--- src/logic/ssw_defines.vh ---
`ifndef SSW_DEFINES_VH
`define SSW_DEFINES_VH

// clock period in ns (100 MHz)
`define SSW_CLK_PERIOD_NS   10
// kick qualification time in ns
`define SSW_KICK_QUAL_NS    100
// reset countdown in ms
`define SSW_RST_TIME_MS     200
// watchdog timeout in ms (1.6 s)
`define SSW_WD_TIME_MS      1600
`define SSW_CYC_PER_MS      (1000000 / `SSW_CLK_PERIOD_NS)
// least time rounds up
`define SSW_KICK_QUAL_CYC   ((`SSW_KICK_QUAL_NS + `SSW_CLK_PERIOD_NS - 1) / `SSW_CLK_PERIOD_NS)
`define SSW_RST_CYC         (`SSW_RST_TIME_MS * `SSW_CYC_PER_MS)
`define SSW_WD_CYC          (`SSW_WD_TIME_MS * `SSW_CYC_PER_MS)
`define SSW_CNT_W           28
`define SSW_QUAL_W          8
`define SSW_SYNC_RESET_VAL  1'b0
// synchroniser bit positions
`define SSW_SYNC_W          5
`define SSW_SYNC_SUPPLY     4
`define SSW_SYNC_THR        3
`define SSW_SYNC_MR         2
`define SSW_SYNC_KICK       1
`define SSW_SYNC_FLOAT      0

`endif

--- src/logic/ssw_sync.v ---
`timescale 1ns/1ps
`include "ssw_defines.vh"

module ssw_sync #(
    parameter WIDTH = 1
) (
    input  wire             clk_i,
    input  wire             arst_n_i,
    input  wire [WIDTH-1:0] d_i,
    output reg  [WIDTH-1:0] q_o
);

    reg [WIDTH-1:0] meta_q;

    // first stage read only by the second
    always @(posedge clk_i or negedge arst_n_i) begin
        if (!arst_n_i) begin
            meta_q <= {WIDTH{`SSW_SYNC_RESET_VAL}};
            q_o    <= {WIDTH{`SSW_SYNC_RESET_VAL}};
        end else begin
            meta_q <= d_i;
            q_o    <= meta_q;
        end
    end

endmodule

--- src/logic/ssw_supervisor.v ---
`timescale 1ns/1ps
`include "ssw_defines.vh"

// What this block does
// - threshold output follows threshold comparator flag
// - floating kick holds watchdog reset, alarm high unless supply low
// - watchdog inactive while system reset low
// - qualified kick change restarts watchdog timer
// - no kick within timeout drives alarm low
// - reset held low while supply low
// - reset released after full countdown
// - supply dip during countdown clears timer
// - supply drop asserts and holds reset
// - manual reset low forces reset, clears timer
// - manual reset release starts full countdown
// - alarm low until supply reaches threshold
// - watchdog enabled only after reset release
// - kick activity raises alarm, rearms timer
// - supply drop forces alarm and reset together
module ssw_supervisor #(
    parameter RST_CYC = `SSW_RST_CYC,
    parameter WD_CYC  = `SSW_WD_CYC
) (
    input  wire clk_i,
    input  wire arst_n_i,
    input  wire supply_low_i,
    input  wire threshold_sense_low_i,
    input  wire manual_reset_n,
    input  wire kick_in,
    input  wire kick_float_i,
    output reg  sys_reset_n_o,
    output reg  watchdog_alarm_n,
    output reg  threshold_low_n
);

    localparam integer RST_LAST_I  = RST_CYC - 1;
    localparam integer WD_LAST_I   = WD_CYC - 1;
    localparam integer QUAL_LAST_I = `SSW_KICK_QUAL_CYC - 1;
    // counts are cut to the counter width on purpose
    localparam [`SSW_CNT_W-1:0]  RST_LAST  = RST_LAST_I[`SSW_CNT_W-1:0];
    localparam [`SSW_CNT_W-1:0]  WD_LAST   = WD_LAST_I[`SSW_CNT_W-1:0];
    localparam [`SSW_QUAL_W-1:0] QUAL_LAST = QUAL_LAST_I[`SSW_QUAL_W-1:0];

    // terminal count decode, shared by both timers
    function at_last;
        input [`SSW_CNT_W-1:0] cnt;
        input [`SSW_CNT_W-1:0] last;
        begin
            at_last = (cnt == last);
        end
    endfunction

    wire [`SSW_SYNC_W-1:0] sync_w;
    wire       supply_low_s;
    wire       thr_low_s;
    wire       mr_n_s;
    wire       kick_s;
    wire       float_s;

    ssw_sync #(
        .WIDTH (`SSW_SYNC_W)
    ) u_sync (
        .clk_i    (clk_i),
        .arst_n_i (arst_n_i),
        .d_i      ({supply_low_i, threshold_sense_low_i, ~manual_reset_n,
                    kick_in, kick_float_i}),
        .q_o      (sync_w)
    );

    // synchroniser resets to 0, so manual reset is carried inverted
    assign supply_low_s = sync_w[`SSW_SYNC_SUPPLY];
    assign thr_low_s    = sync_w[`SSW_SYNC_THR];
    assign mr_n_s       = ~sync_w[`SSW_SYNC_MR];
    assign kick_s       = sync_w[`SSW_SYNC_KICK];
    assign float_s      = sync_w[`SSW_SYNC_FLOAT];

    reg [`SSW_CNT_W-1:0]  rst_cnt_q;
    reg                   rst_run_q;
    reg [`SSW_CNT_W-1:0]  wd_cnt_q;
    reg                   wd_run_q;
    reg                   kick_stable_q;
    reg [`SSW_QUAL_W-1:0] qual_cnt_q;
    reg                   kick_evt_q;

    wire reset_hold = supply_low_s | ~mr_n_s;

    reg                   kick_stable_d;
    reg [`SSW_QUAL_W-1:0] qual_cnt_d;
    reg                   kick_evt_d;

    // kick change must persist the qualification time
    always @* begin
        kick_stable_d = kick_stable_q;
        qual_cnt_d    = qual_cnt_q;
        kick_evt_d    = 1'b0;
        if (float_s || kick_s == kick_stable_q) begin
            // a floating pin tracks silently, so release makes no false kick
            qual_cnt_d = {`SSW_QUAL_W{1'b0}};
            if (float_s) begin
                kick_stable_d = kick_s;
            end
        end else if (qual_cnt_q == QUAL_LAST) begin
            qual_cnt_d    = {`SSW_QUAL_W{1'b0}};
            kick_stable_d = kick_s;
            kick_evt_d    = 1'b1;
        end else begin
            qual_cnt_d = qual_cnt_q + 1'b1;
        end
    end

    always @(posedge clk_i or negedge arst_n_i) begin
        if (!arst_n_i) begin
            kick_stable_q <= 1'b0;
            qual_cnt_q    <= {`SSW_QUAL_W{1'b0}};
            kick_evt_q    <= 1'b0;
        end else begin
            kick_stable_q <= kick_stable_d;
            qual_cnt_q    <= qual_cnt_d;
            kick_evt_q    <= kick_evt_d;
        end
    end

    reg [`SSW_CNT_W-1:0] rst_cnt_d;
    reg                  rst_run_d;
    reg                  sys_reset_n_d;

    // reset timer; power-on starts a countdown even with a good supply
    always @* begin
        rst_cnt_d     = rst_cnt_q;
        rst_run_d     = rst_run_q;
        sys_reset_n_d = sys_reset_n_o;
        if (reset_hold) begin
            // supply low holds reset; clear countdown
            // supply drop asserts reset; manual reset
            rst_cnt_d     = {`SSW_CNT_W{1'b0}};
            rst_run_d     = 1'b1;
            sys_reset_n_d = 1'b0;
        end else if (rst_run_q) begin
            // full countdown then release; same after manual
            if (at_last(rst_cnt_q, RST_LAST)) begin
                rst_run_d     = 1'b0;
                sys_reset_n_d = 1'b1;
            end else begin
                rst_cnt_d = rst_cnt_q + 1'b1;
            end
        end
    end

    always @(posedge clk_i or negedge arst_n_i) begin
        if (!arst_n_i) begin
            rst_cnt_q     <= {`SSW_CNT_W{1'b0}};
            rst_run_q     <= 1'b1;
            sys_reset_n_o <= 1'b0;
        end else begin
            rst_cnt_q     <= rst_cnt_d;
            rst_run_q     <= rst_run_d;
            sys_reset_n_o <= sys_reset_n_d;
        end
    end

    reg [`SSW_CNT_W-1:0] wd_cnt_d;
    reg                  wd_run_d;
    reg                  alarm_n_d;

    // watchdog timer and alarm; supply low outranks a floating kick
    always @* begin
        wd_cnt_d  = wd_cnt_q;
        wd_run_d  = wd_run_q;
        alarm_n_d = watchdog_alarm_n;
        if (supply_low_s) begin
            // supply drop forces alarm low; power-up low
            wd_cnt_d  = {`SSW_CNT_W{1'b0}};
            wd_run_d  = 1'b0;
            alarm_n_d = 1'b0;
        end else if (float_s) begin
            wd_cnt_d  = {`SSW_CNT_W{1'b0}};
            wd_run_d  = 1'b0;
            alarm_n_d = 1'b1;
        end else if (!sys_reset_n_o || reset_hold) begin
            // inactive during reset; armed after release
            wd_cnt_d  = {`SSW_CNT_W{1'b0}};
            wd_run_d  = 1'b1;
            alarm_n_d = 1'b1;
        end else if (kick_evt_q) begin
            wd_cnt_d  = {`SSW_CNT_W{1'b0}};
            wd_run_d  = 1'b1;
            alarm_n_d = 1'b1;
        end else if (wd_run_q) begin
            // timeout stops timer, alarm low; cycle count
            if (at_last(wd_cnt_q, WD_LAST)) begin
                wd_run_d  = 1'b0;
                alarm_n_d = 1'b0;
            end else begin
                wd_cnt_d = wd_cnt_q + 1'b1;
            end
        end
    end

    always @(posedge clk_i or negedge arst_n_i) begin
        if (!arst_n_i) begin
            wd_cnt_q         <= {`SSW_CNT_W{1'b0}};
            wd_run_q         <= 1'b0;
            watchdog_alarm_n <= 1'b0;
        end else begin
            wd_cnt_q         <= wd_cnt_d;
            wd_run_q         <= wd_run_d;
            watchdog_alarm_n <= alarm_n_d;
        end
    end

    // registered copy of comparator flag, no latching
    always @(posedge clk_i or negedge arst_n_i) begin
        if (!arst_n_i) begin
            threshold_low_n <= 1'b0;
        end else begin
            threshold_low_n <= ~thr_low_s;
        end
    end

endmodule

--- config.mk ---
export PLATFORM = sky130hd
export DESIGN_NAME = ssw_supervisor
export DESIGN_NICKNAME = d
export VERILOG_FILES = /design/src/logic/ssw_sync.v /design/src/logic/ssw_supervisor.v
export VERILOG_INCLUDE_DIRS = /design/src /design/src/logic
export SDC_FILE = /design/constraint.sdc
export NUM_CORES = 1
export LEC_CHECK = 0
export ABC_AREA = 1
export BUFFER_PORTS_ARGS = -buffer_cell sky130_fd_sc_hd__buf_2
export CORE_MARGIN = 4
export CORE_UTILIZATION = 45
export DETAILED_ROUTE_END_ITERATION = 6
export HOLD_SLACK_MARGIN = 0.03
export SLEW_MARGIN = 20
export SYNTH_ARGS = -nofsm -noshare
export SYNTH_HDL_FRONTEND = slang
export SYNTH_SLANG_ARGS = --single-unit
--- constraint.sdc ---
create_clock -name clk_i -period 2 [get_ports clk_i]
set_clock_uncertainty 0.1 [all_clocks]
set_input_delay 0.4 -clock clk_i [delete_from_list [all_inputs] [get_ports clk_i]]
set_output_delay 0.4 -clock clk_i [all_outputs]
set_load 0.005 [all_outputs]
======== Word-level counts from Yosys, hierarchy flattened ========
Index checks and enable logic that the tools add are counted.
storage, ports and cells
  register bits after elaboration ......... 81
  input bits .............................. 7
  output and inout bits ................... 3
  word-level logic and storage cells ...... 72
operators by class
  add/subtract/negate cells ............... 3
  eq/ne operators ......................... 7
  muxes and demuxes ....................... 34
  bitwise operators ....................... 3
  reduce and logical (&&, ||, !) cells .... 13
operators by type and width
  operator                 number
  $mux W28                 9
  $add A28 B1 Y28 const B  2
  $eq A28 B25 Y1 const B   1
  $eq A28 B28 Y1 const B   1
  $mux W1                  23
  $mux W8                  2
  $reduce_and A2 Y1        5
  $reduce_bool A5 Y1       2
  $add A8 B1 Y8 const B    1
  $eq A8 B4 Y1 const B     1
  $reduce_bool A2 Y1       3
  $ne A5 B3 Y1 const B     1
  $logic_or A1 B1 Y1       2
  $ne A2 B1 Y1 const B     1
  $ne A2 B2 Y1 const B     1
  $not A1 Y1               2
  $eq A1 B1 Y1             1
  $logic_not A1 Y1         1
  $or A1 B1 Y1             1

======== Depth between registers and ports, before layout ========
Gate-level depths: netlist of run 1.
  word-level depth ........................ 7
  depth in mapped cells ................... 11
  gate-level depth less buffers ........... 11

======== Cells and area by module ========
A second synthesis of run 1 with hierarchy kept.
second synthesis, totals
  cell total of the unflattened synthesis .. 674
  area total of the unflattened synthesis .. 4,872.2 um^2
modules (own cells, without submodules)
  module          instances  cells each  area an instance (um^2)  sequential area each (um^2)
  ssw_supervisor  1          664         4,621.9                  1,778.0
  ssw_sync        1          10          250.2                    250.2

======== Worst setup path before layout of run 1 ========
OpenSTA, ideal clock, no wires.
  path kind ............................... register to register
  start point ............................. register rst_cnt_q[0]
  end point ............................... register rst_cnt_q[4]
  arrival ................................. 1.559 ns
  data required time ...................... 1.783 ns
  slack ................................... 0.224 ns
  stages on the path, launching flop included .. 12
  path through ............................ dfrtp_1 -> ha_1 -> nand3_2 -> inv_2 -> nand2_4 -> clkinv_2 -> nand3_2 -> o21ai_4 -> nand2_4 -> buf_6 -> nand2_1 -> nand2_1
on the way
  longest elaborated chain between the ends .. 4
RTL lines
  element                 RTL line              RTL
  start, declared         ssw_supervisor.v:77   reg [`SSW_CNT_W-1:0] rst_cnt_q;
  start signal, assigned  ssw_supervisor.v:151  rst_cnt_q <= {`SSW_CNT_W{1'b0}};
  start signal, assigned  ssw_supervisor.v:155  rst_cnt_q <= rst_cnt_d;
  $add A28 B1 Y28         ssw_supervisor.v:144  rst_cnt_d = rst_cnt_q + 1'b1;
  $mux W28                ssw_supervisor.v:140  if (at_last(rst_cnt_q, RST_LAST)) begin
  $mux W28                ssw_supervisor.v:138  end else if (rst_run_q) begin
  $mux W28                ssw_supervisor.v:132  if (reset_hold) begin
Several ways; a longest one is shown, not always the timed one. The select of a mux whose other input is x is not followed.
A chain may end at the register's enable or synchronous reset.

======== Worst setup path after layout of run 1 ========
  start point ............................. register rst_cnt_q[0]
  end point ............................... register rst_cnt_q[8]
The elaborated chain is that of the path after synthesis.

==> results.txt, run 1 <==
Most used flip-flop cell after synthesis: dfrtp_1. The global placer's final weighted congestion was 0.917. The run gives 46.5% as the initial standard-cell utilization of the core.

The total number of vias was 4511; the fraction of power consumed by combinational cells was 4.6%. The run gives 2 as the maximum buffer depth of the clock tree. The wire-length estimate of the detail-placed layout is 8930 um. The biggest area contributor in the post-synthesis netlist is dfrtp_1. Relative to the synthesized area, the layout overhead comes to 15.1%. Clock-pin slew was measured on the worst setup and hold paths at 0.08 ns.

For the wire length of the first global-routing pass, the log shows 20700 um. The share of total power dissipated in the clock network is 37.7%. The run gives 0.000715 W as the reported net switching power. The number of fill cells in the layout was 1008; the overall power consumption was 0.00289 W. The run gives 81 as the sink count of the clock tree.

For this run, the total global-route usage over all layers was measured as 20.3%. The tools report the total count of hold-check failures in the final report as 0. The floorplan die width was 111 um. TritonCTS built the clock tree. The count of mapped cells out of synthesis was 686; the number of synthesized flops with an enable pin was 0. The tools report the final layout net count as 743. The residual antenna-violating net count after detailed routing is 0, and the total clock buffers created by CTS is 9. The worst-case IR drop observed on VDD is 404 uV. The post-route netlist has 13.3% of its cells at a drive strength greater than 1.

Among cell families on the critical path, the largest total delay comes from simple AND/OR/NAND/NOR gates. The count of cells in the finished layout, fillers not included, comes to 873. The run finished with clean final reports.

The tools report the total of endpoints with negative setup slack in the final report as 0. By area the synthesized netlist is led by dfrtp_1 (42%), nand2_1 (15%), nor2_1 (9.0%), nand3_1 (7.5%), inv_1 (5.6%). A synthesized cell averages 7.02 um^2. The tools report the required time of the worst setup path as 2.15 ns. The distinct cell type count of the synthesized netlist is 36, and the global-route congestion overflow total is 0. The worst setup path is of the reg -> reg kind.

The first detailed-routing pass ran for 5 iterations. The initialized floorplan defines 37 standard-cell rows. The routed design has 12000 um of wire.

The stage delay of the slowest cell on the critical path is 0.39 ns, and the portion of the post-synthesis area used by sequential elements is 42.1%. Final hold analysis gives a worst-case slack of 0.0655 ns. For this run, the number of Yosys warnings is 0. The largest individual stage delay along the critical path comes from the cell dfrtp_1. The overall die height is 111 um, and the core region area is 10400 um^2. The count of final max-slew check failures came out at 0.

The worst setup path is captured at a flop. Counting I/O delays and the setup requirement, the final critical path takes 1.88 ns. Measured against its own limit, the worst slew margin works out to 74.3%. The tree is rooted in a clkbuf_8. Entering global routing, the biggest net connects 47 pins. In the finished design, the share of the clock period the worst path needs comes to 94.1%.

Data on the critical path arrives at its endpoint at 2.03 ns. Max-cap violations in this run came to 0. Counting flops with an async set or reset pin after synthesis yields a share of 100%.

The logs give 10 for the number of top-level pins and 3 for the count of H-tree levels built during CTS. The number of antenna diodes in the final layout is 0. The internal portion of the total power is 0.00218 W.

In this run the power density over the cells is 522 nW/um^2. The logs give 4495 for the via count of the first global-routing pass and 0 for the number of antenna violations at the first check in global routing. The netlist area before placement is 4820 um^2. The average wire per cell in the routed design came out at 13.8 um. DRC violation count after routing: 0. Including well taps, the total number of placed cells is 844.

The type of the tightest min-delay check was in -> reg. After the first detailed-routing iteration, the DRC count stood at 267. Together, buffers and inverters on the worst path number 3. The share of synthesized area in the top cell type comes to 41.6%. The number of I/O port buffers was 9; the slew at the pin with the worst max-slew slack was 0.382 ns. Walking the worst path, the cells encountered are ha_4 -> nand3_4 -> inv_2 -> nand2_4 -> clkinv_2 -> nand3_2 -> o21ai_4 -> buf_4 -> nand2_8 -> nand2_1 -> o21ai_2. The later pin in the worst-skew pair is clocked with a latency of 0.37 ns. Counting instances in the post-synthesis netlist gives the leading cell types as nand2_1 (197), nor2_1 (115), dfrtp_1 (80). Sequential cells account for 57.7% of the total power.

The analysis attributes to cell leakage a power of 2.45 nW. Net switching is 24.7% of the power. For this run, the top clock speed supported by timing is 0.531 GHz.

Of all nets on the critical path, the largest fanout is 8. STA classifies the critical path startpoint as a flop. The tools report the area enclosed by the die boundary as 12400 um^2.

After synthesis the netlist holds a flip-flop and latch count of 81. The tools report the post-synthesis net count as 697. By instance count, the leading cell after synthesis is nand2_1. In the routed layout, each cell is associated on average with a via count of 5.17.
what timing repair did:
action | in CTS | in global routing
setup endpoints to repair | 2 | 47
endpoints found under the hold margin | 26 | 0
setup buffers | 0 | 7
cloned | 0 | 1
gates resized for setup | 2 | 13
pin swaps | 0 | 3
hold buffers | 5 | 0
worst reg2reg max path: stages (launching register included):
cell	delay, ns
dfrtp_1	0.39
ha_4	0.19
nand3_4	0.11
inv_2	0.12
nand2_4	0.08
clkinv_2	0.09
nand3_2	0.09
o21ai_4	0.20
buf_4	0.17
nand2_8	0.07
nand2_1	0.10
o21ai_2	0.06
stage by stage:
stage | cell area, um^2 | TNS, ns | worst slack, ns | utilization, %
6_report | 5540 | 0 | 0.118 | 53.5
3_3_place_gp | 5190 | 0 | 0.0122 | 50.1
5_1_grt | 5540 | -0.0488 | -0.0305 | 53.5
3_5_place_dp | 5190 | -0.0125 | -0.0125 | 50.1
2_1_floorplan | 4820 | 0 | 0.224 | -
4_1_cts | 5420 | 0 | 0.0152 | 52.3
cells by family after synthesis:
family	share of synthesized area [%]
fa+ha+maj	1.04
xor+xnor	2.00
compound gates	4.47
buf+inv	7.56
simple gates	42.8
flops	42.1
final cells by class:
type,instances,area (um^2),area share [%]
clock buffers,11,141,2.55
clock inverters,5,32.5,0.587
inverters,74,279,5.03
multi-input cells,517,2490,45.0
flip-flops and latches,81,2030,36.6
well taps,136,170,3.07
repair buffers,49,400,7.22
per-layer routing:
| metal | part of all wire, % | global-route usage [%] | routed length (um) |
|---|---|---|---|
| met1 | 44 | 24.5 | 5280 |
| met2 | 49 | 34.9 | 5840 |
| met3 | 4.5 | 4.84 | 541 |
| met4 | 3.0 | 8.43 | 358 |
| met5 | 0 | 0 | 0 |
path summary, 6_finish.rpt:
| check | startpoint | endpoint | slack, ns | cells past startpoint |
|---|---|---|---|---|
| worst max register to register | rst_cnt_q[0] | rst_cnt_q[8] | 0.12 | 11 |
| max in group asynchronous | arst_n_i | rst_cnt_q[0] | 0.89 | 3 |
| worst max-delay path | rst_cnt_q[0] | rst_cnt_q[8] | 0.12 | 11 |
| worst min-delay path | manual_reset_n | u_sync.meta_q[2] | 0.07 | 2 |
| min in group asynchronous | arst_n_i | qual_cnt_q[5] | 0.38 | 2 |
| worst min register to register | u_sync.meta_q[2] | u_sync.q_o[2] | 0.25 | 0 |
sequential cells by signal, summed over array words and instances, names as in the netlist:
name              flops
rst_cnt_q            28
wd_cnt_q             28
qual_cnt_q            8
u_sync.meta_q         5
u_sync.q_o            5
kick_evt_q            1
kick_stable_q         1
rst_run_q             1
sys_reset_n_o         1
threshold_low_n       1
watchdog_alarm_n      1
wd_run_q              1
power by group through the flow:
stage | Combinational, W | Sequential [W] | Clock, W
floorplan | 0.0000515 | 0.00170 | 0
global placement | 0.000119 | 0.00170 | 0
detailed placement | 0.000123 | 0.00170 | 0
CTS | 0.000131 | 0.00167 | 0.00114
global route | 0.000151 | 0.00167 | 0.00122
finish | 0.000133 | 0.00167 | 0.00109
cells in the final DEF (no fill, tap or decap), drive strengths merged, types with 4 or more instances in the layout:
master	instances
nor2	122
inv	73
clkbuf	11
nor3	33
nand3	74
nand4	26
nand2	205
o21bai	5
o21ai	18
ha	4
dlygate4sd3	5
buf	44
xor2	8
dfrtp	80
a21oi	5
No activity file was read; power rests on OpenSTA's default activity.
==> run 2, diff against run 1 <==
RECOVER_POWER = 25   (was unset)
==> results.txt, run 2 (synthesized netlist as in run 1, its figures left out) <==
The tools report the endpoint of the lowest-slack register-to-register path as wd_cnt_q[21] (was rst_cnt_q[8]). First-pass iteration count of the detailed router: 5 (unchanged). The number of antenna violations at the first check in global routing was 0 (unchanged).

The run gives 81 (unchanged) as the sink count of the clock tree. The tools report the source of the worst register-to-register timing path as wd_cnt_q[1] (was rst_cnt_q[0]). The tools report the startpoint of the most critical setup path as wd_cnt_q[1] (was rst_cnt_q[0]). The total of endpoints with negative setup slack in the final report was 0 (unchanged). The tools report the worst-case vdd ir drop as 403 uV (was 404 uV).

The stage delay of the slowest cell on the critical path was 0.38 ns (was 0.39 ns); the detailed-placement wirelength estimate was 8930 um (unchanged). The area enclosed by the die boundary was 12400 um^2 (unchanged); the global-route usage over all layers was 20.3% (unchanged). Number of cells on the critical path: 10 (was 11). The reported leakage power was 2.45 nW (about the same); the post-detailed-route via-to-cell ratio was 5.19 (was 5.17).

The sum of negative setup slack is 0 ns (unchanged), and the number of I/O port buffers is 9 (unchanged). Residual antenna-violating net count after detailed routing: 0 (unchanged). Number of fill cells in the layout: 1010 (was 1008).

Core region area: 10400 um^2 (unchanged). Type of the tightest min-delay check: in -> reg (unchanged). Buffer type at the clock tree root: clkbuf_8 (unchanged). The final design utilization is 53.3% (was 53.5%).

Share of final-layout standard cells stronger than drive strength 1: 13.3% (unchanged). The power density relative to cell area was 523 nW/um^2 (was 522 nW/um^2). The run gives 282 (was 267) as the number of DRC markers after the initial detailed-route iteration. For the total count of hold-check failures in the final report, the log shows 0 (unchanged). The layout overhead on the synthesized area is 14.8% (was 15.1%), and the global-route congestion overflow total is 0 (unchanged). The run gives 0.917 (unchanged) as the global placer's final weighted congestion. Most repeated library cell on the critical path: nand2_2. For the maximum operating frequency, the log shows 0.530 GHz (was 0.531 GHz). The logs give 10 (unchanged) for the number of top-level pins and 34.9% (unchanged) for the met2 track utilization from global routing. Critical path, cell by cell: ha_2 -> nand2_1 -> nor2_2 -> nand2_2 -> nor2_2 -> nand2_2 -> nand2_4 -> nand2_2 -> a21oi_1 -> nor2_1 (was ha_4 -> nand3_4 -> inv_2 -> nand2_4 -> clkinv_2 -> nand3_2 -> o21ai_4 -> buf_4 -> nand2_8 -> nand2_1 -> o21ai_2). The tools report the final layout net count as 743 (unchanged). TritonCTS built the clock tree.

The logs give 47 (unchanged) for the pin count of the biggest net entering global routing and 0.37 ns (about the same) for the clock latency on the worst-skew pair. The logs give 2.16 ns (was 2.15 ns) for the required time of the worst setup path and 873 (unchanged) for the number of cells in the finished layout apart from fillers. The tools report the met3 demand-to-capacity share in global routing as 4.84% (unchanged). The worst reg-to-reg path cell count was 10 (was 11); the max-capacitance violation count was 0 (unchanged). Type of the worst setup path: reg -> reg (unchanged). The tools report the number of standard-cell rows in the floorplan as 37 (unchanged). Slew at the pin with the worst max-slew slack: 0.618 ns (was 0.382 ns). The final wirelength is 12000 um (about the same), and the largest driver fanout on the critical path is 10 (was 8). The CTS clock-pin slew for the worst setup and hold paths works out to 0.08 ns (about the same).

Global routing usage on met1: 24.5% (unchanged). The element type at the critical path end is a flop (unchanged). For the number of placed instances with taps included, the log shows 844 (unchanged). Leading cell types in the layout, fill and taps excluded: nand2_1 (196), nor2_1 (112), dfrtp_1 (80) (unchanged). The DRC violation count after routing was 0 (unchanged); the average wire per cell in the routed design was 13.8 um (about the same). Buffers plus inverters on the worst setup path: 0 (was 3). The total clock buffers created by CTS is 9 (unchanged). The total number of vias is 4528 (was 4511).

The run finished with clean final reports. For the worst path arrival time, the log shows 2.05 ns (was 2.03 ns). The worst slew slack as a fraction of its limit is 58.8% (was 74.3%). The wire length of the first global-routing pass is 20700 um (unchanged). The tools report the via count of the first global-routing pass as 4495 (unchanged).

The worst hold margin was 0.0659 ns (was 0.0655 ns); the number of instances on the worst hold path was 2 (unchanged). The tools report the register-to-register setup slack as 0.11 ns (was 0.12 ns). Category of cells accounting for the largest share of critical-path delay: simple AND/OR/NAND/NOR gates (unchanged). The final period demand of the worst path was 1.89 ns (was 1.88 ns). The final cycle utilization of the critical path is 94.3% (was 94.1%). Biggest regs: rst_cnt_q: 28 flops, wd_cnt_q: 28 flops, qual_cnt_q: 8 flops (unchanged). The floorplan die width came out at 111 um (unchanged).

The most frequent standard cell in the layout excluding fill and tap cells is nand2_1 (unchanged). The number of antenna cells inserted was 0 (unchanged); the overall die height was 111 um (unchanged). The run gives 0.00289 W (about the same) as the overall power consumption. The run gives 2 (unchanged) as the maximum buffer depth of the clock tree. The kind of launch point of the worst setup path is a flop (unchanged).

Count of H-tree levels built during CTS: 3 (unchanged). The end point of the critical path was wd_cnt_q[21] (was rst_cnt_q[8]). Cell with the largest stage delay on the worst path: dfrtp_1 (unchanged).

For the count of final max-slew check failures, the log shows 0 (unchanged). For the initial standard-cell utilization of the core, the log shows 46.5% (unchanged). The most used routing layer in global routing is met2 (unchanged).
==> run 2: cell count changes in the layout (fill, tap and decap cells not counted) <==
cell      change
buf_12        -1
clkbuf_2      +1
buf_4         -1
clkbuf_4      +1
==> run 2: worst min-delay path by stage <==
stage / start / to / slack, ns
final: manual_reset_n / u_sync.meta_q[2] / 0.07
after global routing: manual_reset_n / u_sync.meta_q[2] / 0.04
after CTS: manual_reset_n / u_sync.meta_q[2] / 0.04
after detailed placement: arst_n_i / u_sync.q_o[4] / 0.23
after global placement: arst_n_i / u_sync.q_o[0] / 0.22
after floorplan: arst_n_i / kick_evt_q / 0.004
==> run 2: worst reg2reg max path, cell delays in order, from the launching register on <==
cell and delay (ns):
dfrtp_1 0.38, ha_2 0.20, nand2_1 0.08, nor2_2 0.13
nand2_2 0.13, nor2_2 0.14, nand2_2 0.11, nand2_4 0.14
nand2_2 0.14, a21oi_1 0.18, nor2_1 0.07
==> run 2: what timing repair did <==
item | CTS | global route
hold buffers | 5 | 0
buffers inserted | 0 | 7
pin swaps | 0 | 3
gates cloned | 0 | 1
setup endpoints to repair | 2 | 47
gates resized for setup | 2 | 13
endpoints found under the hold margin | 26 | 0
==> run 2: per-layer routing <==
metal	vias up	share of wire, %	routed length, um
li1	2297	-	-
met1	2099	44	5310
met2	107	49	5870
met3	25	4.4	524
met4	0	2.8	336
met5	-	0	0
==> run 2: layout make-up <==
cell class,count,area (um^2),area share [%]
flip-flops and latches,81,2030,36.7
well taps,136,170,3.08
clock buffers,11,141,2.56
repair buffers,49,385,6.97
inverters,74,279,5.05
multi-input cells,517,2490,45.1
clock inverters,5,32.5,0.588
==> run 2: metrics by stage <==
stage                     area (um^2)  worst slack (ns)
final                            5530             0.113
after CTS                        5420            0.0152
after floorplan                  4820             0.224
after global routing             5530           -0.0305
after global placement           5190            0.0122
after detailed placement         5190           -0.0125
==> run 2: power breakdown <==
part	leakage, nW	switching (W)	internal (W)
registers	1.10	0.0000130	0.00166
logic	1.27	0.0000897	0.0000391
clock network	0.0813	0.000611	0.000480
